==> src/hw/stcmd_pkg.sv <==
package stcmd_pkg;
  localparam longint unsigned CLK_HZ = 10_000_000;
  localparam longint unsigned IDLE_TIME_S = 300;
  localparam longint unsigned IDLE_CYC = IDLE_TIME_S * CLK_HZ;
  localparam int SP_W = 16;
  localparam logic [15:0] SP_FULL = 16'h0FFF;
  localparam int PROT_PCT = 110;
  localparam logic [15:0] PROT_DEF = 16'((32'(SP_FULL) * PROT_PCT) / 100);
  localparam int STAT_MWF = 4;
  localparam int STAT_ESF = 5;
  localparam int STAT_MSF = 6;
  localparam logic [7:0] STAT_USED = 8'h30;
  localparam int EVT_EXE = 4;
  localparam logic [7:0] EVT_USED = 8'hBD;
  localparam logic [7:0] EVT_RST = 8'h80;
  localparam logic [7:0] MASK_RST = 8'h00;
  localparam logic [15:0] MEM_LOCS = 16'h0001;
  localparam int MEM_DEPTH = 1;
  localparam int IDN_LEN = 18;
  // Identification text, arbitrary
  localparam logic [8*IDN_LEN-1:0] IDN_STR = "MAKER,MODEL,SN0000";

  typedef enum logic [4:0] {
    CMD_CLEAR_STATUS = 5'h00, CMD_EVMASK_WR = 5'h01, CMD_EVMASK_RD = 5'h02,
    CMD_EVLATCH_RD = 5'h03, CMD_STATUS_RD = 5'h04, CMD_SRMASK_WR = 5'h05,
    CMD_SRMASK_RD = 5'h06, CMD_IDENT_RD = 5'h07, CMD_SAVE = 5'h08,
    CMD_RECALL = 5'h09, CMD_RESET = 5'h0A, CMD_VOLT_WR = 5'h0B,
    CMD_CURR_WR = 5'h0C, CMD_VPROT_WR = 5'h0D, CMD_CPROT_WR = 5'h0E,
    CMD_PERIOD_WR = 5'h0F, CMD_VTRIG_WR = 5'h10, CMD_CTRIG_WR = 5'h11,
    CMD_OUTPUT_WR = 5'h12, CMD_INIT_WR = 5'h13, CMD_TRIGGER = 5'h14
  } stcmd_code_t;

  typedef enum logic [1:0] {
    ARB_OPEN = 2'h0, ARB_P0 = 2'h1, ARB_P1 = 2'h3
  } stcmd_arb_t;

  typedef enum logic [1:0] {
    ST_IDLE = 2'h0, ST_RCL = 2'h1, ST_LOAD = 2'h3, ST_RSP = 2'h2
  } stcmd_st_t;

  typedef struct packed {
    logic valid;
    stcmd_code_t code;
    logic [15:0] arg;
  } stcmd_cmd_t;

  typedef struct packed {
    logic [15:0] volt;
    logic [15:0] curr;
    logic [15:0] vprot;
    logic [15:0] cprot;
    logic [15:0] period;
  } stcmd_sp_t;

  localparam stcmd_sp_t SP_RST = '{16'h0000, 16'h0000, PROT_DEF, PROT_DEF,
                                   16'h0000};
endpackage : stcmd_pkg

==> src/hw/stcmd_top.sv <==
module stcmd_top #(
  parameter logic [31:0] IDLE_CYCLES = 32'(stcmd_pkg::IDLE_CYC)
) (
  input wire logic clock,
  input wire logic resetn,
  input wire stcmd_pkg::stcmd_cmd_t port0_cmd,
  input wire stcmd_pkg::stcmd_cmd_t port1_cmd,
  output logic port0_ready,
  output logic port1_ready,
  output stcmd_pkg::stcmd_arb_t port_owner,
  output logic resp_valid,
  output logic [7:0] resp_byte,
  output logic resp_last,
  input wire logic resp_ready,
  input wire logic [7:0] event_in,
  output logic srq,
  output stcmd_pkg::stcmd_sp_t setpoints,
  output logic [15:0] volt_trig,
  output logic [15:0] curr_trig,
  output logic output_on,
  output logic init_cont,
  output logic trig_pending,
  output logic abort_pulse
);
  localparam int IDX_W = 5;

  function automatic logic [7:0] idn_byte(input logic [IDX_W-1:0] i);
    idn_byte = stcmd_pkg::IDN_STR[8*(stcmd_pkg::IDN_LEN-1-int'(i)) +: 8];
  endfunction : idn_byte

  function automatic logic is_query(input stcmd_pkg::stcmd_code_t c);
    is_query = c == stcmd_pkg::CMD_EVMASK_RD ||
               c == stcmd_pkg::CMD_EVLATCH_RD ||
               c == stcmd_pkg::CMD_STATUS_RD ||
               c == stcmd_pkg::CMD_SRMASK_RD ||
               c == stcmd_pkg::CMD_IDENT_RD;
  endfunction : is_query

  stcmd_pkg::stcmd_cmd_t cmd;
  stcmd_pkg::stcmd_st_t st_q, st_d;
  stcmd_pkg::stcmd_sp_t sp_q, rdata;
  logic cmd_ready;
  logic [7:0] event_latch_q, event_latch_d;
  logic [7:0] event_mask_q;
  logic [7:0] service_request_mask_q;
  logic [7:0] rsp_q, rsp_d;
  logic rvalid_q, rvalid_d;
  logic rlast_q, rlast_d;
  logic [IDX_W-1:0] idx_q, idx_d;
  logic [15:0] vtrig_q, ctrig_q;
  logic out_on_q, init_cont_q, trig_pend_q, abort_q, srq_q;

  stcmd_arb #(.IDLE_CYCLES(IDLE_CYCLES)) u_arb (
    .clock(clock),
    .resetn(resetn),
    .p0(port0_cmd),
    .p1(port1_cmd),
    .ready(cmd_ready),
    .sel(cmd),
    .p0_ready(port0_ready),
    .p1_ready(port1_ready),
    .owner(port_owner)
  );

  // Queries and recall held off while a response drains; other commands pass
  assign cmd_ready = st_q == stcmd_pkg::ST_IDLE ||
                     (st_q == stcmd_pkg::ST_RSP && !is_query(cmd.code) &&
                      cmd.code != stcmd_pkg::CMD_RECALL);
  wire acc = cmd.valid & cmd_ready;
  wire is_cls = acc & (cmd.code == stcmd_pkg::CMD_CLEAR_STATUS);
  wire is_evl = acc & (cmd.code == stcmd_pkg::CMD_EVLATCH_RD);
  wire is_srw = acc & (cmd.code == stcmd_pkg::CMD_SRMASK_WR);
  wire is_sav = acc & (cmd.code == stcmd_pkg::CMD_SAVE);
  wire is_rcl = acc & (cmd.code == stcmd_pkg::CMD_RECALL);
  wire is_rst = acc & (cmd.code == stcmd_pkg::CMD_RESET);
  wire is_qry = acc & is_query(cmd.code);
  wire loc_ok = cmd.arg < stcmd_pkg::MEM_LOCS;
  wire bad_loc = (is_sav | is_rcl) & !loc_ok;
  wire do_abort = is_rst | (is_rcl & loc_ok);

  wire message_waiting_flag = rvalid_q;
  wire event_summary_flag = |(event_latch_q & event_mask_q);
  wire [7:0] status_base =
    8'(message_waiting_flag) << stcmd_pkg::STAT_MWF |
    8'(event_summary_flag) << stcmd_pkg::STAT_ESF;
  wire master_summary_flag =
    |(status_base & service_request_mask_q & stcmd_pkg::STAT_USED);
  wire [7:0] status_summary_byte =
    status_base | 8'(master_summary_flag) << stcmd_pkg::STAT_MSF;

  wire [7:0] ev_set = (event_in & stcmd_pkg::EVT_USED) |
                      (8'(bad_loc) << stcmd_pkg::EVT_EXE);
  // Clear-status and latch read clear; new events still land
  assign event_latch_d = ((is_cls | is_evl) ? 8'h00 : event_latch_q) | ev_set;

  // Status read leaves every bit alone
  wire [7:0] qval =
    cmd.code == stcmd_pkg::CMD_EVMASK_RD ? event_mask_q :
    cmd.code == stcmd_pkg::CMD_EVLATCH_RD ? event_latch_q :
    cmd.code == stcmd_pkg::CMD_STATUS_RD ? status_summary_byte :
    cmd.code == stcmd_pkg::CMD_SRMASK_RD ? service_request_mask_q :
    idn_byte('0);

  always_comb begin
    st_d = st_q;
    rsp_d = rsp_q;
    rvalid_d = rvalid_q;
    rlast_d = rlast_q;
    idx_d = idx_q;
    case (st_q)
      stcmd_pkg::ST_RCL: st_d = stcmd_pkg::ST_LOAD;
      stcmd_pkg::ST_LOAD: st_d = stcmd_pkg::ST_IDLE;
      stcmd_pkg::ST_RSP: begin
        if (resp_ready) begin
          if (rlast_q) begin
            rvalid_d = 1'b0;
            st_d = stcmd_pkg::ST_IDLE;
          end else begin
            idx_d = idx_q + 5'h01;
            rsp_d = idn_byte(idx_d);
            rlast_d = idx_d == IDX_W'(stcmd_pkg::IDN_LEN - 1);
          end
        end
      end
      default: st_d = st_q;
    endcase
    if (is_qry) begin
      st_d = stcmd_pkg::ST_RSP;
      rvalid_d = 1'b1;
      idx_d = '0;
      rsp_d = qval;
      rlast_d = cmd.code != stcmd_pkg::CMD_IDENT_RD;
    end
    if (is_cls) begin
      rvalid_d = 1'b0;
      st_d = stcmd_pkg::ST_IDLE;
    end
    if (is_rcl & loc_ok) st_d = stcmd_pkg::ST_RCL;
  end

  always_ff @(posedge clock or negedge resetn) begin
    if (!resetn) begin
      st_q <= stcmd_pkg::ST_RCL;
      rsp_q <= 8'h00;
      rvalid_q <= 1'b0;
      rlast_q <= 1'b0;
      idx_q <= '0;
    end else begin
      st_q <= st_d;
      rsp_q <= rsp_d;
      rvalid_q <= rvalid_d;
      rlast_q <= rlast_d;
      idx_q <= idx_d;
    end
  end

  always_ff @(posedge clock or negedge resetn) begin
    if (!resetn) begin
      event_latch_q <= stcmd_pkg::EVT_RST;
      event_mask_q <= stcmd_pkg::MASK_RST;
      service_request_mask_q <= stcmd_pkg::MASK_RST;
      srq_q <= 1'b0;
    end else begin
      event_latch_q <= event_latch_d;
      if (acc && cmd.code == stcmd_pkg::CMD_EVMASK_WR) begin
        event_mask_q <= cmd.arg[7:0];
      end
      if (is_srw) service_request_mask_q <= cmd.arg[7:0];
      srq_q <= master_summary_flag;
    end
  end

  stcmd_mem #(
    .W($bits(stcmd_pkg::stcmd_sp_t)),
    .DEPTH(stcmd_pkg::MEM_DEPTH),
    .AW(1)
  ) u_mem (
    .clock(clock),
    .resetn(resetn),
    .wr_en(is_sav & loc_ok),
    .addr(1'b0),
    .wdata(sp_q),
    .rdata(rdata)
  );

  always_ff @(posedge clock or negedge resetn) begin
    if (!resetn) begin
      sp_q <= stcmd_pkg::SP_RST;
      vtrig_q <= 16'h0000;
      ctrig_q <= 16'h0000;
      out_on_q <= 1'b0;
      init_cont_q <= 1'b0;
      trig_pend_q <= 1'b0;
      abort_q <= 1'b0;
    end else begin
      abort_q <= do_abort;
      if (st_q == stcmd_pkg::ST_LOAD) begin
        sp_q <= rdata;
      end else if (is_rst) begin
        sp_q <= stcmd_pkg::SP_RST;
        vtrig_q <= 16'h0000;
        ctrig_q <= 16'h0000;
        out_on_q <= 1'b0;
      end else if (acc) begin
        case (cmd.code)
          stcmd_pkg::CMD_VOLT_WR: sp_q.volt <= cmd.arg;
          stcmd_pkg::CMD_CURR_WR: sp_q.curr <= cmd.arg;
          stcmd_pkg::CMD_VPROT_WR: sp_q.vprot <= cmd.arg;
          stcmd_pkg::CMD_CPROT_WR: sp_q.cprot <= cmd.arg;
          stcmd_pkg::CMD_PERIOD_WR: sp_q.period <= cmd.arg;
          stcmd_pkg::CMD_VTRIG_WR: vtrig_q <= cmd.arg;
          stcmd_pkg::CMD_CTRIG_WR: ctrig_q <= cmd.arg;
          stcmd_pkg::CMD_OUTPUT_WR: out_on_q <= cmd.arg[0];
          default: out_on_q <= out_on_q;
        endcase
      end
      // Abort cancels trigger and continuous mode
      if (do_abort) begin
        init_cont_q <= 1'b0;
        trig_pend_q <= 1'b0;
      end else if (acc && cmd.code == stcmd_pkg::CMD_INIT_WR) begin
        init_cont_q <= cmd.arg[0];
      end else if (acc && cmd.code == stcmd_pkg::CMD_TRIGGER) begin
        trig_pend_q <= 1'b1;
      end
    end
  end

  assign resp_valid = rvalid_q;
  assign resp_byte = rsp_q;
  assign resp_last = rlast_q;
  assign srq = srq_q;
  assign setpoints = sp_q;
  assign volt_trig = vtrig_q;
  assign curr_trig = ctrig_q;
  assign output_on = out_on_q;
  assign init_cont = init_cont_q;
  assign trig_pending = trig_pend_q;
  assign abort_pulse = abort_q;

  property p_status_keep;
    @(posedge clock) disable iff (!resetn)
    acc && cmd.code == stcmd_pkg::CMD_STATUS_RD && ev_set == 8'h00
    |=> rsp_q == $past(status_summary_byte) &&
        event_latch_q == $past(event_latch_q);
  endproperty
  a_status_keep: assert property (p_status_keep)
    else $error("status byte read wrong or cleared state");

  property p_cls_mwf;
    @(posedge clock) disable iff (!resetn)
    is_cls |=> !resp_valid && event_latch_q == $past(ev_set);
  endproperty
  a_cls_mwf: assert property (p_cls_mwf)
    else $error("clear-status left flags set");

  property p_status_layout;
    @(posedge clock) disable iff (!resetn)
    (status_summary_byte & 8'h8F) == 8'h00 &&
    status_summary_byte[stcmd_pkg::STAT_MWF] == resp_valid;
  endproperty
  a_status_layout: assert property (p_status_layout)
    else $error("status byte layout wrong");

  property p_master_sum;
    @(posedge clock) disable iff (!resetn)
    service_request_mask_q[stcmd_pkg::STAT_ESF] && event_summary_flag
    |=> srq;
  endproperty
  a_master_sum: assert property (p_master_sum)
    else $error("enabled event summary did not raise request");

  property p_srmask_zero;
    @(posedge clock) disable iff (!resetn)
    service_request_mask_q == 8'h00 |=> !srq;
  endproperty
  a_srmask_zero: assert property (p_srmask_zero)
    else $error("request raised with zero mask");

  property p_srmask_wr;
    @(posedge clock) disable iff (!resetn)
    is_srw |=> service_request_mask_q == $past(cmd.arg[7:0]);
  endproperty
  a_srmask_wr: assert property (p_srmask_wr)
    else $error("service request mask not written");

  property p_rcl_abort;
    @(posedge clock) disable iff (!resetn)
    is_rcl && loc_ok |=> abort_pulse && !init_cont && !trig_pending
    ##2 setpoints == $past(rdata);
  endproperty
  a_rcl_abort: assert property (p_rcl_abort)
    else $error("recall did not abort then restore");

  property p_rst;
    @(posedge clock) disable iff (!resetn)
    is_rst |=> !output_on && setpoints == stcmd_pkg::SP_RST &&
               abort_pulse && volt_trig == 16'h0000;
  endproperty
  a_rst: assert property (p_rst)
    else $error("reset defaults not applied");

  property p_bad_loc;
    @(posedge clock) disable iff (!resetn)
    bad_loc |=> event_latch_q[stcmd_pkg::EVT_EXE] &&
                setpoints == $past(setpoints) && !abort_pulse;
  endproperty
  a_bad_loc: assert property (p_bad_loc)
    else $error("bad location not rejected");

  property p_open_claim1;
    @(posedge clock) disable iff (!resetn)
    port_owner == stcmd_pkg::ARB_OPEN && !port0_cmd.valid &&
    port1_cmd.valid |=> port_owner == stcmd_pkg::ARB_P1;
  endproperty
  a_open_claim1: assert property (p_open_claim1)
    else $error("second port traffic did not claim open arbiter");

  property p_owner1_holds;
    @(posedge clock) disable iff (!resetn)
    port_owner == stcmd_pkg::ARB_P1 && !port1_cmd.valid
    |-> !acc && port0_ready;
  endproperty
  a_owner1_holds: assert property (p_owner1_holds)
    else $error("inactive first port command was executed");
endmodule : stcmd_top

==> src/hw/stcmd_mem.sv <==
module stcmd_mem #(
  parameter int W = 80,
  parameter int DEPTH = 1,
  parameter int AW = 1
) (
  input wire logic clock,
  input wire logic resetn,
  input wire logic wr_en,
  input wire logic [AW-1:0] addr,
  input wire logic [W-1:0] wdata,
  output logic [W-1:0] rdata
);
  logic [W-1:0] mem [DEPTH];

  // Contents survive the block reset
  always_ff @(posedge clock) begin
    if (wr_en) begin
      mem[addr] <= wdata;
    end
  end

  always_ff @(posedge clock or negedge resetn) begin
    if (!resetn) begin
      rdata <= '0;
    end else begin
      rdata <= mem[addr];
    end
  end
endmodule : stcmd_mem

==> src/hw/stcmd_arb.sv <==
module stcmd_arb #(
  parameter logic [31:0] IDLE_CYCLES = 32'(stcmd_pkg::IDLE_CYC)
) (
  input wire logic clock,
  input wire logic resetn,
  input wire stcmd_pkg::stcmd_cmd_t p0,
  input wire stcmd_pkg::stcmd_cmd_t p1,
  input wire logic ready,
  output stcmd_pkg::stcmd_cmd_t sel,
  output logic p0_ready,
  output logic p1_ready,
  output stcmd_pkg::stcmd_arb_t owner
);
  stcmd_pkg::stcmd_arb_t st_q, st_d;
  logic [31:0] idle_q, idle_d;

  wire open = st_q == stcmd_pkg::ARB_OPEN;
  wire take0 = open | (st_q == stcmd_pkg::ARB_P0);
  wire take1 = (open & !p0.valid) | (st_q == stcmd_pkg::ARB_P1);
  wire act = (take0 & p0.valid) | (take1 & p1.valid);
  assign p0_ready = take0 ? ready : 1'b1;
  assign p1_ready = take1 ? ready : 1'b1;
  assign sel = (take0 & p0.valid) ? p0 : (take1 & p1.valid) ? p1 : '0;
  assign owner = st_q;

  always_comb begin
    st_d = st_q;
    idle_d = 32'h0000_0000;
    if (open) begin
      if (p0.valid) st_d = stcmd_pkg::ARB_P0;
      else if (p1.valid) st_d = stcmd_pkg::ARB_P1;
    end else if (!act) begin
      idle_d = idle_q + 32'h0000_0001;
      if (idle_d >= IDLE_CYCLES) begin
        st_d = stcmd_pkg::ARB_OPEN;
        idle_d = 32'h0000_0000;
      end
    end
  end

  always_ff @(posedge clock or negedge resetn) begin
    if (!resetn) begin
      st_q <= stcmd_pkg::ARB_OPEN;
      idle_q <= 32'h0000_0000;
    end else begin
      st_q <= st_d;
      idle_q <= idle_d;
    end
  end

  property p_first_claims;
    @(posedge clock) disable iff (!resetn)
    open && p0.valid |=> st_q == stcmd_pkg::ARB_P0;
  endproperty
  a_first_claims: assert property (p_first_claims)
    else $error("first port with traffic not made active");

  property p_other_ignored;
    @(posedge clock) disable iff (!resetn)
    st_q == stcmd_pkg::ARB_P0 && !p0.valid |-> !sel.valid && p1_ready;
  endproperty
  a_other_ignored: assert property (p_other_ignored)
    else $error("inactive port traffic passed through");
endmodule : stcmd_arb

==> config.mk <==
export PLATFORM = sky130hd
export DESIGN_NAME = stcmd_top
export DESIGN_NICKNAME = d
export VERILOG_FILES = /design/src/hw/stcmd_pkg.sv /design/src/hw/stcmd_top.sv /design/src/hw/stcmd_mem.sv /design/src/hw/stcmd_arb.sv
export SDC_FILE = /design/constraint.sdc
export NUM_CORES = 1
export LEC_CHECK = 0
export BUFFER_PORTS_ARGS = -buffer_cell sky130_fd_sc_hd__buf_2
export CAP_MARGIN = 20
export CORE_ASPECT_RATIO = 2
export CORE_MARGIN = 2
export CORE_UTILIZATION = 39
export CTS_BUF_LIST = sky130_fd_sc_hd__clkbuf_4
export DETAILED_ROUTE_END_ITERATION = 16
export GPL_TIMING_DRIVEN = 1
export PLACE_DENSITY_LB_ADDON = 0.05
export SYNTH_ARGS = -nofsm -noshare
export SYNTH_HDL_FRONTEND = slang
export SYNTH_SLANG_ARGS = --single-unit
==> constraint.sdc <==
create_clock -name clock -period 8.8 [get_ports clock]
set_clock_uncertainty 0.2 [all_clocks]
set_input_delay 0.44 -clock clock [delete_from_list [all_inputs] [get_ports clock]]
set_output_delay 0.44 -clock clock [all_outputs]
set_load 0.01 [all_outputs]
==> reports/qor.txt <==
Root Driver = clkbuf_4
Peak Freq = 191 MHz
initial core utilization = 39.6%
top cells by area, synth = dfrtp_1 46%, edfxtp_1 17%, a221o_1 3.8%
Seq cells post-synth = 350
initial antenna violation count = 9
WP buf/inv = 2
CTS tree = built
total power = 0.00395 W
data required time of the worst path = 8960 ps
DP HPWL = 28,600 um
area leader, netlist = dfrtp_1
CP endpoint = u_mem.mem[0][15]
maximum VDD drop = 0.000153 V
Seq/Total Area, Yosys = 64.9%
die area = 0.0379 mm2
hold path start = port0_cmd[13]
Yosys warning total = 0
Setup TNS = 0 ps
most common cell after layout, fill and taps aside = dfrtp_1
Synth cell types = 78
Syn Nets = 1,250
nets = 1,488
Final Critical Period = 5240 ps
fin util = 47.3%
Core ar. = 0.0357 mm2
Vias = 10.7k
Die Span X = 139 um
kind of critical path = reg2reg
final period utilization = 59.6%
Routability Congestion = 0.884
Fillers = 3,375
Initial DRC Count = 589
Vias per Instance = 5.47
Worst-Margin Slew = 1150 ps
result of the run = complete, no violations
Worst path top cell family by delay = simple AND/OR/NAND/NOR gates
most frequent cells in the layout = 258 x dfrtp_1, 182 x buf_2, 136 x clkbuf_4
share of the synthesized area in the top cell type = 45.7%
Mean Syn Cell Area = 11.9 um2
share of synthesized registers carrying an async set or reset = 77.1%
PD cells = 234 mW/mm2
Place WS = 3510 ps
cell area after synthesis = 0.0141 mm2
r2r setup slk = 3560 ps
slowest CP cell = nor2_1
worst skew pair latency = 740 ps
post-route DRC violation count = 0
clk slew on worst S/H paths = 70 ps
worst-path maximum fanout = 47
Die Ht = 273 um
number of synthesized flops with an enable pin = 80
Pre-Repair DR Iteration Count = 5
# IOs = 186
reg2reg start = u_arb.owner[0]
GRT Total Usage = 22.6%
global route total overflow = 0
gate count of the mapped netlist = 1,191
Max-Cap Viols = 0
Most used DFF post-synth = dfrtp_1
cell row count = 98
H-tree depth = 3
vias in the first global route = 10.9k
unrepaired setup endpoints after global routing = false
Area Overhead vs Synth = 19.4%
total clock sinks = 350
Slew HR = 23.0%
slowest stage delay, CP = 850 ps
post-route setup slack = 3560 ps
PortBufs = 183
CP most frequent cell = buf_4
Setup crit start = u_arb.owner[0]
Worst EP arrival = 5400 ps
Startpoint Class = flip-flop
worst hold path type = in2reg
CTS Buf Count = 82
Leak = 7.36 nW
routed wire length = 42,700 um
share of cells above drive strength 1 = 25.7%
final hold vios = 0
critical path depth = 8
CP cell instances = nor2_1 -> a32oi_1 -> o22ai_1 -> nand4_1 -> or4b_2 -> nor3_2 -> buf_4 -> buf_4
global-route wire length before repair = 65,900 um
worst reg2reg path depth = 8
clk buf depth = 3
ANT nets after route = 0
Final setup viols = 0
DR WL/cell = 21.9 um
FF-to-FF End = u_mem.mem[0][15]
largest net degree at the start of global routing = 101
max-slew violations = 0
crit end category = flip-flop
## worst register-to-register path, cell delays in order, from the launching register on
cell and delay (ps):
dfrtp_1 500, nor2_1 850, a32oi_1 260, o22ai_1 570
nand4_1 350, or4b_2 800, nor3_2 140, buf_4 470
buf_4 680
## sequential cells by signal (all words and copies together), names as in the netlist, 2 cells and up
register,cells
u_mem.mem,80
event_mask_q,8
u_arb.idle_q,32
setpoints,80
u_mem.rdata,80
service_request_mask_q,8
u_arb.owner,2
event_latch_q,6
volt_trig,16
idx_q,5
curr_trig,16
st_q,2
resp_byte,8
## metal layers
layer	up-vias	global-route usage, %	wire, um
li1	4914	-	-
met1	5356	25.9	16300
met2	303	40.3	22500
met3	74	5.79	2280
met4	12	9.37	1550
met5	-	0	60
## logic make-up after synthesis
logic type | Yosys count | synth area share [%]
AND/OR/NAND/NOR | 421 | 14.4
flip-flops | 350 | 64.9
AO/OA/AOI/OAI | 288 | 14.7
buffers and inverters | 81 | 2.46
XOR/XNOR | 39 | 2.52
multiplexers | 8 | 0.576
adder cells (fa/ha/maj) | 4 | 0.354
## where the power goes
part / switching, W / leakage [nW] / internal, W / total (W)
registers: 0.000119 / 4.13 / 0.00180 / 0.00192
logic: 0.000346 / 2.54 / 0.000240 / 0.000586
clock network: 0.000662 / 0.696 / 0.000785 / 0.00145
## how the worst min path moves through the flow
stage                     cells after the start  slack (ps)         endpoint
final                                         4          80    curr_trig[13]
after floorplan                               0         -60      abort_pulse
after global placement                        0         130   u_mem.rdata[4]
after CTS                                     5         0.4    setpoints[36]
after detailed placement                      0         130  u_mem.rdata[16]
after global routing                          4          40    curr_trig[10]
## what timing repair did
item | in CTS | in global routing
endpoints found under the hold margin | 135 | 0
hold buffers | 26 | 0
setup buffers | 0 | 0
gates resized for setup | 0 | 0
## area by class of cell
cell class,instances,area [um2],area share [%]
clock inverters,16,140,0.830
flip-flops and latches,350,9170,54.4
inverters,11,41.3,0.245
clock buffers,136,1020,6.05
well taps,450,563,3.34
multi-input cells,760,4630,27.4
diodes,3,7.51,0.0445
repair buffers,224,1300,7.70
## through the flow
step	hold slack, ps	std cells	cell area (um2)
detailed placement	134	1769	15400
global route	40.9	1949	16900
global placement	131	1769	15400
finish	80.7	1950	16900
CTS	0.352	1947	16900
floorplan	-55.6	1191	14100
## synthesized netlist by cell type (15+ instances only)
master,n
xnor2_1,15
dfrtp_1,258
a22oi_1,17
nand4_1,17
nor2_2,18
nand2_1,102
nor3_1,24
a21oi_1,34
nand3_1,60
o21ai_0,72
nor2_1,126
xor2_1,23
clkbuf_1,48
edfxtp_1,80
a221o_1,54
Note: power is estimated with default switching activity, not from simulation.
